==> config.mk <==
export PLATFORM = sky130hd
export DESIGN_NAME = sais_sync_status
export DESIGN_NICKNAME = d
export VERILOG_FILES = /design/src/logic/sais_pkg.sv /design/src/logic/sais_sync_status.sv
export SDC_FILE = /design/constraint.sdc
export NUM_CORES = 2
export LEC_CHECK = 0
export CORE_AREA = 8 8 295 369
export CTS_BUF_LIST = sky130_fd_sc_hd__clkbuf_4
export CTS_CLUSTER_SIZE = 30
export DETAILED_ROUTE_END_ITERATION = 7
export DIE_AREA = 0 0 303 377
export DONT_BUFFER_PORTS = 1
export PLACE_DENSITY = 0.75
export SLEW_MARGIN = 20
export SYNTH_ARGS = -nofsm -noshare
export SYNTH_HDL_FRONTEND = slang
export SYNTH_SLANG_ARGS = --single-unit
==> constraint.sdc <==
create_clock -name hclk -period 3.76 [get_ports hclk]
set_input_delay 0.376 -clock hclk [delete_from_list [all_inputs] [get_ports hclk]]
set_output_delay 0.376 -clock hclk [all_outputs]
set_load 0.1 [all_outputs]
==> src/logic/sais_pkg.sv <==
`default_nettype none
package sais_pkg;

   // clock and sync timing
   localparam int unsigned CLK_FREQ_HZ        = 200_000_000;
   localparam int unsigned LINE_MIN_FREQ_HZ   = 1000;    // line sync must run above this
   localparam int unsigned FRAME_MIN_FREQ_HZ  = 20;      // frame sync must run above this
   // longest period in cycles, rounded down
   localparam int unsigned LINE_LIMIT_CYCLES  = CLK_FREQ_HZ / LINE_MIN_FREQ_HZ;
   localparam int unsigned FRAME_LIMIT_CYCLES = CLK_FREQ_HZ / FRAME_MIN_FREQ_HZ;
   localparam int unsigned JITTER_CYCLES      = 4;       // allowed spread of high/low times
   localparam int unsigned TIME_W             = 24;

   // register indices, byte address is four times the index
   localparam logic [7:0] IDX_INPUT_CHARACTERISTICS = 8'h01;
   localparam logic [7:0] IDX_CHANNEL_SYNC_ACTIVITY = 8'h02;
   localparam logic [7:0] IDX_UNUSED_STATUS         = 8'h03;
   localparam logic [7:0] IDX_EVENT_FLAGS           = 8'h04;
   localparam logic [7:0] IDX_EVENT_MASK            = 8'h05;
   localparam logic [7:0] IDX_CHANNEL_SELECT        = 8'h06;

   // field positions
   localparam int unsigned PLL_LOCKED_BIT       = 7;
   localparam int unsigned CH1_FIELD_LSB        = 4;
   localparam int unsigned FLAG_CH0_CHANGED     = 0;
   localparam int unsigned FLAG_CH1_CHANGED     = 1;
   localparam int unsigned FLAG_INPUT_DISRUPTED = 4;
   localparam int unsigned FLAG_INPUT_SETTLED   = 5;
   localparam int unsigned FLAG_FRAME_SYNC      = 6;
   localparam int unsigned FLAG_PHASE_ADJUST    = 7;

   // reset values
   localparam logic [7:0] EVENT_MASK_RESET     = 8'hff;
   localparam logic [7:0] EVENT_FLAGS_RESET    = 8'h00;
   localparam logic [7:0] FLAG_IMPLEMENTED     = 8'hf3;  // bits 2 and 3 never set
   localparam logic       CHANNEL_SEL_RESET    = 1'b0;

   // green-embedded sync activity codes
   localparam logic [1:0] GREEN_INACTIVE       = 2'h0;
   localparam logic [1:0] GREEN_NON_PERIODIC   = 2'h1;
   localparam logic [1:0] GREEN_PERIODIC       = 2'h2;

   localparam logic [1:0] HTRANS_NONSEQ        = 2'h2;
   localparam logic       HRESP_OKAY           = 1'b0;

   // activity of one channel, laid out as in the activity register
   typedef struct packed {
      logic [1:0] green;
      logic       frame;
      logic       line;
   } sais_chan_act_type;

   // what a channel reports for change detection
   typedef struct packed {
      sais_chan_act_type act;
      logic              line_pol;
      logic              frame_pol;
   } sais_chan_state_type;

   // latched address phase
   typedef struct packed {
      logic       valid;
      logic       write;
      logic [7:0] index;
   } sais_addr_phase_type;

endpackage
`default_nettype wire

==> src/logic/sais_sync_status.sv <==
// The implementer's own choice: the AHB-Lite interface to the registers.
`timescale 1ns/10ps
`default_nettype none

module sais_sync_status
   import sais_pkg::*;
#(
   parameter int unsigned LINE_LIMIT  = LINE_LIMIT_CYCLES,
   parameter int unsigned FRAME_LIMIT = FRAME_LIMIT_CYCLES,
   parameter int unsigned JITTER      = JITTER_CYCLES
) (
   // core clock and reset
   input  wire logic        hclk,
   input  wire logic        hresetn,

   // register port, single slave on the bus
   input  wire logic        hsel,
   input  wire logic [31:0] haddr,
   input  wire logic [1:0]  htrans,
   input  wire logic        hwrite,
   input  wire logic [2:0]  hsize,
   input  wire logic [31:0] hwdata,
   input  wire logic        hready,
   output logic             hreadyout,
   output logic             hresp,
   output logic [31:0]      hrdata,

   // sync pins, asynchronous to hclk
   input  wire logic        ch0_line_sync_input,
   input  wire logic        ch0_frame_sync_input,
   input  wire logic        ch0_green_embedded_sync,
   input  wire logic        ch1_line_sync_input,
   input  wire logic        ch1_frame_sync_input,
   input  wire logic        ch1_green_embedded_sync,
   input  wire logic        pll_locked_pin,

   // core-side event and interrupt request
   input  wire logic        phase_adjust_done_event,
   output logic             irq
);

   // three monitored inputs per channel, two channels

   localparam int unsigned NUM_SIG = 6;

   // true when two measured times agree within the allowed jitter
   function automatic logic times_match(input logic [TIME_W-1:0] a,
                                        input logic [TIME_W-1:0] b);
      logic [TIME_W-1:0] diff;
      // unsigned difference, so order of the two times does not matter
      if (a > b) begin
         diff = a - b;
      end else begin
         diff = b - a;
      end
      // a spread of up to the window still counts as consistent
      return diff <= TIME_W'(JITTER);
   endfunction

   // per-input results of the monitors, indexed in pin order

   // pins in channel order: line, frame, green for ch0 then ch1
   logic [NUM_SIG-1:0] sync_pins;
   logic [NUM_SIG-1:0] sig_seen;     // transitions seen within the limit
   logic [NUM_SIG-1:0] sig_stable;   // periodic with consistent high/low times
   logic [NUM_SIG-1:0] sig_pol;      // one when the signal is active low
   logic [NUM_SIG-1:0] sig_active_edge;

   // index 3*channel + 0 line, + 1 frame, + 2 green
   assign sync_pins = {
      ch1_green_embedded_sync,
      ch1_frame_sync_input,
      ch1_line_sync_input,
      ch0_green_embedded_sync,
      ch0_frame_sync_input,
      ch0_line_sync_input
   };

   // one period/width monitor per sync input
   // frame inputs get the long limit, line and green inputs the short one
   // counters are TIME_W bits, so the frame limit must fit in that width
   for (genvar i = 0; i < NUM_SIG; i++) begin : g_mon
      localparam int unsigned LIMIT = ((i % 3) == 1) ? FRAME_LIMIT : LINE_LIMIT;
      logic [2:0]        pipe;       // [0],[1] synchroniser, [2] history
      logic [TIME_W-1:0] cnt;
      logic [TIME_W-1:0] hi_time;
      logic [TIME_W-1:0] lo_time;
      logic              hi_ok;
      logic              lo_ok;
      logic              seen;
      logic              edge_seen;
      logic              timeout;
      logic [TIME_W:0]   period;

      // an edge is a difference between the settled bit and its history
      // only the second synchroniser flop and the history are read here
      assign edge_seen = pipe[2] ^ pipe[1];
      // saturation point doubles as the no-activity timeout
      assign timeout   = (cnt == TIME_W'(LIMIT));
      // one extra bit so the sum of two saturated times cannot wrap
      assign period    = {1'b0, hi_time} + {1'b0, lo_time};

      // pins are asynchronous to hclk, so two flops before any use
      always_ff @(posedge hclk or negedge hresetn) begin
         if (!hresetn) begin
            pipe <= 3'h0;
         end else begin
            pipe <= {pipe[1:0], sync_pins[i]};
         end
      end

      // cycles since the last edge, saturating at the limit
      always_ff @(posedge hclk or negedge hresetn) begin
         if (!hresetn) begin
            cnt <= '0;
         end else if (edge_seen) begin
            cnt <= TIME_W'(1);
         end else if (!timeout) begin
            cnt <= cnt + TIME_W'(1);
         end
      end

      // a rising edge ends a low time, a falling edge ends a high time
      // each time is compared with the previous one of the same phase,
      // so two whole periods pass before a signal can count as stable
      always_ff @(posedge hclk or negedge hresetn) begin
         if (!hresetn) begin
            hi_time <= '0;
            lo_time <= '0;
            hi_ok   <= 1'b0;
            lo_ok   <= 1'b0;
            seen    <= 1'b0;
         end else if (timeout) begin
            // an edge too late means no periodic signal above the minimum rate
            hi_ok <= 1'b0;
            lo_ok <= 1'b0;
            seen  <= 1'b0;
         end else if (edge_seen) begin
            seen <= 1'b1;
            if (pipe[1]) begin
               lo_time <= cnt;
               lo_ok   <= times_match(cnt, lo_time);
            end else begin
               hi_time <= cnt;
               hi_ok   <= times_match(cnt, hi_time);
            end
         end
      end

      // results handed out of the monitor
      // stable needs both phases consistent and a period under the limit
      // polarity is only meaningful while the signal is active
      assign sig_seen[i]        = seen;
      assign sig_stable[i]      = hi_ok & lo_ok & (period < (TIME_W + 1)'(LIMIT));
      assign sig_pol[i]         = hi_time > lo_time;   // longer high phase means active low
      assign sig_active_edge[i] = edge_seen & (pipe[1] ^ sig_pol[i]);
   end

   // activity fields of both channels
   // chan_act is what software reads, chan_now adds the polarities,
   // chan_prev is last cycle's view for change detection
   sais_chan_act_type   chan_act [2];
   sais_chan_state_type chan_now [2];
   sais_chan_state_type chan_prev [2];

   for (genvar c = 0; c < 2; c++) begin : g_chan
      // green code: periodic beats merely seen, seen beats nothing
      always_comb begin
         chan_act[c].line  = sig_stable[3*c];
         chan_act[c].frame = sig_stable[3*c+1];
         if (sig_stable[3*c+2]) begin
            chan_act[c].green = GREEN_PERIODIC;
         end else if (sig_seen[3*c+2]) begin
            chan_act[c].green = GREEN_NON_PERIODIC;
         end else begin
            chan_act[c].green = GREEN_INACTIVE;
         end
      end

      // state that a change flag watches: activity plus polarities
      assign chan_now[c] = '{
         act:       chan_act[c],
         line_pol:  sig_pol[3*c],
         frame_pol: sig_pol[3*c+1]
      };

      // previous view, compared each cycle to spot changes
      always_ff @(posedge hclk or negedge hresetn) begin
         if (!hresetn) begin
            chan_prev[c] <= '0;
         end else begin
            chan_prev[c] <= chan_now[c];
         end
      end
   end

   // pll lock indication crosses in from the analog side
   // a level, so two flops suffice; a short lock glitch may be missed
   logic [1:0] pll_sync;
   always_ff @(posedge hclk or negedge hresetn) begin
      if (!hresetn) begin
         pll_sync <= 2'h0;
      end else begin
         pll_sync <= {pll_sync[0], pll_locked_pin};
      end
   end

   // software registers
   // flags are sticky, mask is read/write, select steers flags 4 to 6
   logic [7:0] event_flags;
   logic [7:0] event_mask;
   logic       channel_select;

   // selected channel's line and frame monitors
   logic [1:0] sel_stable;
   logic [1:0] sel_stable_q;
   logic       sel_edge;
   logic       sel_frame_edge;

   // frame and line stable bits of the chosen channel, frame in bit 1
   // a change of selection can itself look like a disruption or settling
   assign sel_stable     = channel_select ? sig_stable[4:3] : sig_stable[1:0];
   assign sel_frame_edge = channel_select ? sig_active_edge[4] : sig_active_edge[1];

   // remembers the selected channel's state one cycle back; not cleared on a reselect
   always_ff @(posedge hclk or negedge hresetn) begin
      if (!hresetn) begin
         sel_stable_q <= 2'h0;
      end else begin
         sel_stable_q <= sel_stable;
      end
   end

   // events raised this cycle
   // each is a one-cycle strobe; the sticky register holds it for software
   // disrupted means a selected monitor fell from stable, settled the reverse
   // flags 0 and 1 ignore period changes, only activity and polarity count
   logic [7:0] events;
   always_comb begin
      events = 8'h00;
      events[FLAG_CH0_CHANGED]     = chan_now[0] != chan_prev[0];
      events[FLAG_CH1_CHANGED]     = chan_now[1] != chan_prev[1];
      events[FLAG_INPUT_DISRUPTED] = |(sel_stable_q & ~sel_stable);
      events[FLAG_INPUT_SETTLED]   = |(sel_stable & ~sel_stable_q);
      events[FLAG_FRAME_SYNC]      = sel_frame_edge;
      events[FLAG_PHASE_ADJUST]    = phase_adjust_done_event;
   end

   // ahb-lite address phase, always zero wait states
   // nothing here ever stalls, so hreadyout and hresp are constants
   // hsize is ignored: every register is one aligned word
   sais_addr_phase_type aph;
   logic                take;
   logic                wr_now;

   assign take      = hsel & hready & htrans[1];
   assign wr_now    = aph.valid & aph.write;
   assign hreadyout = 1'b1;
   assign hresp     = HRESP_OKAY;


   // address phase kept for the write data that follows one cycle later
   always_ff @(posedge hclk or negedge hresetn) begin
      if (!hresetn) begin
         aph <= '0;
      end else if (hready) begin
         aph <= '{valid: take, write: hwrite, index: haddr[9:2]};
      end
   end

   // register value seen by a read of the given index
   // reads have no side effects, flags clear only on a write of ones
   function automatic logic [7:0] read_value(input logic [7:0] idx);
      unique case (idx)
         IDX_INPUT_CHARACTERISTICS: read_value = {pll_sync[1], 7'h00};
         IDX_CHANNEL_SYNC_ACTIVITY: read_value = {chan_act[1], chan_act[0]};
         IDX_EVENT_FLAGS:           read_value = event_flags;
         IDX_EVENT_MASK:            read_value = event_mask;
         IDX_CHANNEL_SELECT:        read_value = {7'h00, channel_select};
         default:                   read_value = 8'h00;   // unused and unmapped read zero
      endcase
   endfunction

   // read data sampled at the address edge, stands through the data phase
   // a write ending at that same edge is not yet visible to this read
   always_ff @(posedge hclk or negedge hresetn) begin
      if (!hresetn) begin
         hrdata <= 32'h0000_0000;
      end else if (take && !hwrite) begin
         hrdata <= {24'h00_0000, read_value(haddr[9:2])};
      end
   end

   // sticky flags; a new event wins over a clear in the same cycle
   // so an event is never lost to an acknowledge racing with it
   // bits 2 and 3 are forced to zero whatever is written
   always_ff @(posedge hclk or negedge hresetn) begin
      if (!hresetn) begin
         event_flags <= EVENT_FLAGS_RESET;
      end else if (wr_now && aph.index == IDX_EVENT_FLAGS) begin
         event_flags <= ((event_flags & ~hwdata[7:0]) | events) & FLAG_IMPLEMENTED;
      end else begin
         event_flags <= (event_flags | events) & FLAG_IMPLEMENTED;
      end
   end

   // mask, all ones at reset so nothing interrupts until software opens it
   // reserved bits are stored as written; software keeps them at one
   always_ff @(posedge hclk or negedge hresetn) begin
      if (!hresetn) begin
         event_mask <= EVENT_MASK_RESET;
      end else if (wr_now && aph.index == IDX_EVENT_MASK) begin
         event_mask <= hwdata[7:0];
      end
   end

   // input channel selection for the disruption, settling and frame flags
   // only bit 0 is kept; other written bits are dropped
   always_ff @(posedge hclk or negedge hresetn) begin
      if (!hresetn) begin
         channel_select <= CHANNEL_SEL_RESET;
      end else if (wr_now && aph.index == IDX_CHANNEL_SELECT) begin
         channel_select <= hwdata[0];
      end
   end

   // level interrupt, registered so it is glitch free
   // costs one cycle of latency after a flag sets or clears
   // stays high until every unmasked flag has been cleared
   always_ff @(posedge hclk or negedge hresetn) begin
      if (!hresetn) begin
         irq <= 1'b0;
      end else begin
         irq <= |(event_flags & ~event_mask);
      end
   end

endmodule
`default_nettype wire

# Word level (Yosys, flattened, before mapping)
# Index checks and enable logic that the tools add are counted.
# totals
n_memories	0
latchBits	0
elab_cells	355
output_inout_bits	35
ff_bits	516
rom_bits	0
inputBits	82
ramBits	0
# classes
n_bitwise	47
eq_ne	28
multipliers	0
n_mux	108
n_reduce_logical	44
addsub	36
div	0
n_lt_le_gt_ge	34
shifts	0
# op_table
op	n
24-bit two-way mux	60
24-bit subtractor	24
24-bit greater-than comparator	16
24-bit by 3-bit <= comparator with 1-bit output, second input constant	12
24-bit by 24-bit adder with 25-bit output	6
24-bit by 1-bit adder with 24-bit output, second input constant	6
25-bit by 18-bit < comparator with 1-bit output, second input constant	4
24-bit by 18-bit equality test with 1-bit output, second input constant	4
25-bit by 24-bit < comparator with 1-bit output, second input constant	2
24-bit equality test, second input constant	2
8-bit by 3-bit equality test with 1-bit output, second input constant	6
1-bit two-way mux	43
8-bit one-hot mux with 5 select lines	1
3-bit AND reduction	12
2-bit AND reduction	12
2-bit nonzero test	12
1-bit bitwise AND	17
8-bit bitwise AND	2
8-bit inverter	2
8-bit bitwise OR	2
2-bit by 1-bit inequality test with 1-bit output, second input constant	6
2-bit inequality test, second input constant	6
6-bit inequality test	2
1-bit inverter	12
other kinds (11)	26

# Logic depth before layout (Yosys ltp)
# depth
word_depth	9
ltp_mapped	16
mapped_depth_nobuf	13

# Worst setup path after synthesis
# OpenSTA, ideal clock, no wires.
# synth_timing
path_kind	flip-flop to flip-flop
startpoint	reg g_mon[4].cnt[12]
endpoint	reg g_mon[4].hi_ok
path_slack_ns	0.047
period_less_slack_ns	3.713
required_time_ns	3.656
setup_ns	0.104
arrival_time_ns	3.609
stages_incl_launch_ff	15
path_cell_list	dfrtp_1 -> clkinv_1 -> ha_1 -> buf_2 -> nand2_1 -> nor2_1 -> nand2_1 -> a211o_1 -> a21o_4 -> nor2_4 -> mux2_1 -> or4_1 -> a2111oi_2 -> o2111ai_1 -> o41ai_2
# synth_via
elab_chain_len	9
word_cells_on_any_way	15
cone_classes	add/sub: 2; order compare: 2; eq/ne: 2; mux: 7; reduce/logical: 2
# synth_lines
item	line_no	rtl
start: declaration	sais_sync_status.sv:85	logic [TIME_W-1:0] cnt;
start signal: assignment	sais_sync_status.sv:119	cnt <= cnt + TIME_W'(1);
24-bit subtractor, or another cell as far along	sais_sync_status.sv:54	diff = b - a;
24-bit two-way mux	sais_sync_status.sv:51	if (a > b) begin
24-bit two-way mux	sais_sync_status.sv:140	if (pipe[1]) begin
24-bit two-way mux	sais_sync_status.sv:138	end else if (edge_seen) begin
24-bit two-way mux	sais_sync_status.sv:133	end else if (timeout) begin
24-bit by 3-bit <= comparator with 1-bit output	sais_sync_status.sv:57	return diff <= TIME_W'(JITTER);
1-bit two-way mux	sais_sync_status.sv:140	
1-bit two-way mux	sais_sync_status.sv:138	
1-bit two-way mux	sais_sync_status.sv:133	
end signal: assignment	sais_sync_status.sv:145	hi_ok <= times_match(cnt, hi_time);
end: declaration	sais_sync_status.sv:88	logic hi_ok;
# Several ways; a longest one is shown, not always the timed one. The select of a mux whose other input is x is not followed.
# A chain may end at the register's enable or synchronous reset.

==> results.toml <==
[yosys]
synth.area.top_cells = "dfrtp_1 (22%), ha_1 (17%), o21ai_0 (5.4%), a21oi_1 (5.0%), nand2_1 (4.6%)"
ys_seq_area_share_pct = 22.1
yosysMostFrequentCell = "ha_1"
synth_cell_types = 117
synth_top_cell_by_area = "dfrtp_1"
yosys.area.top_type_share_pct = 21.7
synth_ff_type = "dfrtp_1"
ys_seq_elements = 514
synthArstFlopShare_pct = 100
yosysWarnings = 0
synth.cell_area_mm2 = 0.0582
synth_edf_count = 0
synth_common_cells = "ha_1 (814), nand2_1 (715), o21ai_0 (624), inv_1 (605), a21oi_1 (583)"
postSynthAreaPerCell_um2 = 7.75
syn_inst = 7511

[critical_path]
crit_arrival_ns = 4.70
critical_path_class = "register to register"
cp.required_ns = 4.72
end_kind = "register"
path_max_fanout = 5
reg2reg_slack_ns = 0.02
start_kind = "register"

[drt]
drt-vias-per-instance = 6.22
dr.first_iter.drc_count = 5328
firstDrtPassIters = 6
ant_nets = 0
vias = 61400
drc = 0
wl_per_cell_um = 20.9
finalWirelength_mm = 206

[die]
dieHeight_um = 377
pin_count = 117
coreArea_mm2 = 0.103
rows = 132
die_area_mm2 = 0.114
initial_core_util_pct = 56.6
die_w_um = 303

[status]
status = "complete, no violations"

[clocking]
numCtsBuffers = 149
cts.sinks = 514
h-tree-depth = 4
clk_pin_slew_ns = 0.07
worstSkewPairLatency_ns = 1.15
cts_tree = "done"
cts_root_buf = "clkbuf_4"
cts_max_path_buffers = 3

[grt]
grt_pass1_vias = 59700
grt_pass1_wl_mm = 320
grt.overflow.total = 0
grt_use_total_pct = 34.7
grt_antenna_before_repair = 8
grt_max_degree = 515

[sta]
min_period_over_period_pct = 99.6
finalHoldViolCount = 0
slew_headroom_pct = 19.5
rsz0062_at_grt = "true"
min_period_ns = 3.74
drv_slew = 0
holdWs_ns = 0.135
max_freq_mhz = 267
setup_viol = 0
finClkSkew_ns = 0.0644
tightest_slew_ns = 1.21

[final_layout]
nNetsFinal = 9304
syn2layout_area_growth_pct = 20.3
drive_gt1_share_pct = 19.2
num-fill-cells = 8726

[place]
place_congestion = 1.04
hpwl_mm = 164
io_buffers = 0

[pwr]
total_power_mw = 32.4
peakVddDrop_uv = 386
power_density_mw_per_mm2 = 463
leakage_nw = 34.2

[worst_hold_path]
hold_path.class = "primary input to register"

[job]
maxCapViolCount = 0
## logic make-up after synthesis
group                    synth area share (%)
AO/OA/AOI/OAI                            25.3
buffers and inverters                    6.49
XOR/XNOR                                 5.35
other                                  0.0129
flip-flops                               22.1
AND/OR/NAND/NOR                          20.5
multiplexers                             2.70
adder cells (fa/ha/maj)                  17.5
## critical path, cell delays in order, from the launching register on
cell	delay, ns
dfrtp_1	0.45
ha_1	0.26
or3_1	0.40
o211ai_1	0.26
nand2_1	0.16
a311oi_4	0.35
mux2_4	0.34
a311oi_2	0.29
nand4b_1	0.21
a311oi_2	0.16
xor2_1	0.17
or4_1	0.53
## sequential cells by signal, summed over array words and instances, names as in the netlist
name / cells
g_mon.seen: 2
sel_stable_q: 2
g_mon.hi_time: 144
g_mon.hi_ok: 6
g_mon.cnt: 144
g_mon.pipe: 18
aph: 10
event_mask: 8
hrdata: 8
channel_select: 1
g_mon.lo_ok: 6
pll_sync: 2
event_flags: 6
chan_prev: 12
g_mon.lo_time: 144
irq: 1
## stage by stage
stage / area (um^2) / cells / setup slack [ns] / setup TNS (ns) / utilization [%]
global route: 70000 / 9869 / -0.0610 / -0.317 / 68.1
global placement: 65900 / 9514 / -0.142 / -0.170 / 64.0
finish: 70000 / 9871 / 0.0164 / 0 / 68.1
CTS: 68400 / 9830 / 0.000655 / 0 / 66.5
floorplan: 58300 / 7535 / 0.0473 / 0 / -
detailed placement: 65900 / 9514 / -0.195 / -0.724 / 64.0
## layer usage
| metal | up-vias | share of wire (%) | track usage (%) |
|---|---|---|---|
| met5 | - | 0.019 | 0 |
| met4 | 6 | 6.9 | 21.5 |
| met3 | 788 | 6.4 | 5.60 |
| met2 | 2489 | 48 | 59.2 |
| met1 | 29200 | 39 | 40.6 |
| li1 | 28900 | - | - |
## report_power, final
group	total (mW)	leakage [nW]	switching, mW	internal [mW]
logic	20.8	26.2	11.4	9.46
clock network	5.66	1.15	2.78	2.88
registers	5.94	6.92	0.200	5.74
## worst paths after layout
kind                                             to  depth (start not counted)                 from
worst min register to register     g_mon[1].pipe[1]                          0     g_mon[1].pipe[0]
worst min-delay path                 channel_select                          2            hwdata[0]
worst max register to register       event_flags[1]                         11  g_mon[3].hi_time[4]
min in group asynchronous       g_mon[2].hi_time[4]                          4              hresetn
worst max-delay path                 event_flags[1]                         11  g_mon[3].hi_time[4]
max in group asynchronous       g_mon[3].hi_time[5]                          5              hresetn
## timing repair
| item | 4_1_cts | 5_1_grt |
|---|---|---|
| gates cloned | 0 | 1 |
| buffers inserted | 2 | 25 |
| pin swaps | 4 | 68 |
| hold endpoints to repair | 554 | 236 |
| endpoints found under the setup margin | 11 | 21 |
| gates resized for setup | 27 | 292 |
| hold buffers | 48 | 4 |
## cells in the final DEF (no fill, tap or decap), types with 169 or more instances in the layout
cell type,Yosys,layout
o21ai_0,624,597
nand3_1,178,177
nor2_1,569,559
ha_1,814,778
a21oi_1,583,566
nor3_1,179,169
xnor2_1,259,257
inv_1,605,581
buf_4,29,1000
clkbuf_4,0,204
a21o_1,210,207
dfrtp_1,506,491
nand2_1,715,713
## cell type report
class / count / area (um^2) / share of cell area, %
Clock inverter: 62 / 403 / 0.575
Timing Repair Buffer: 1060 / 8220 / 11.7
Sequential cell: 514 / 12900 / 18.4
Tap cell: 1340 / 1680 / 2.39
Clock buffer: 204 / 1530 / 2.19
Antenna cell: 8 / 20.0 / 0.0286
Multi-Input combinational cell: 6074 / 43000 / 61.4
Inverter: 609 / 2290 / 3.27
(Power assumes the default switching activity.)
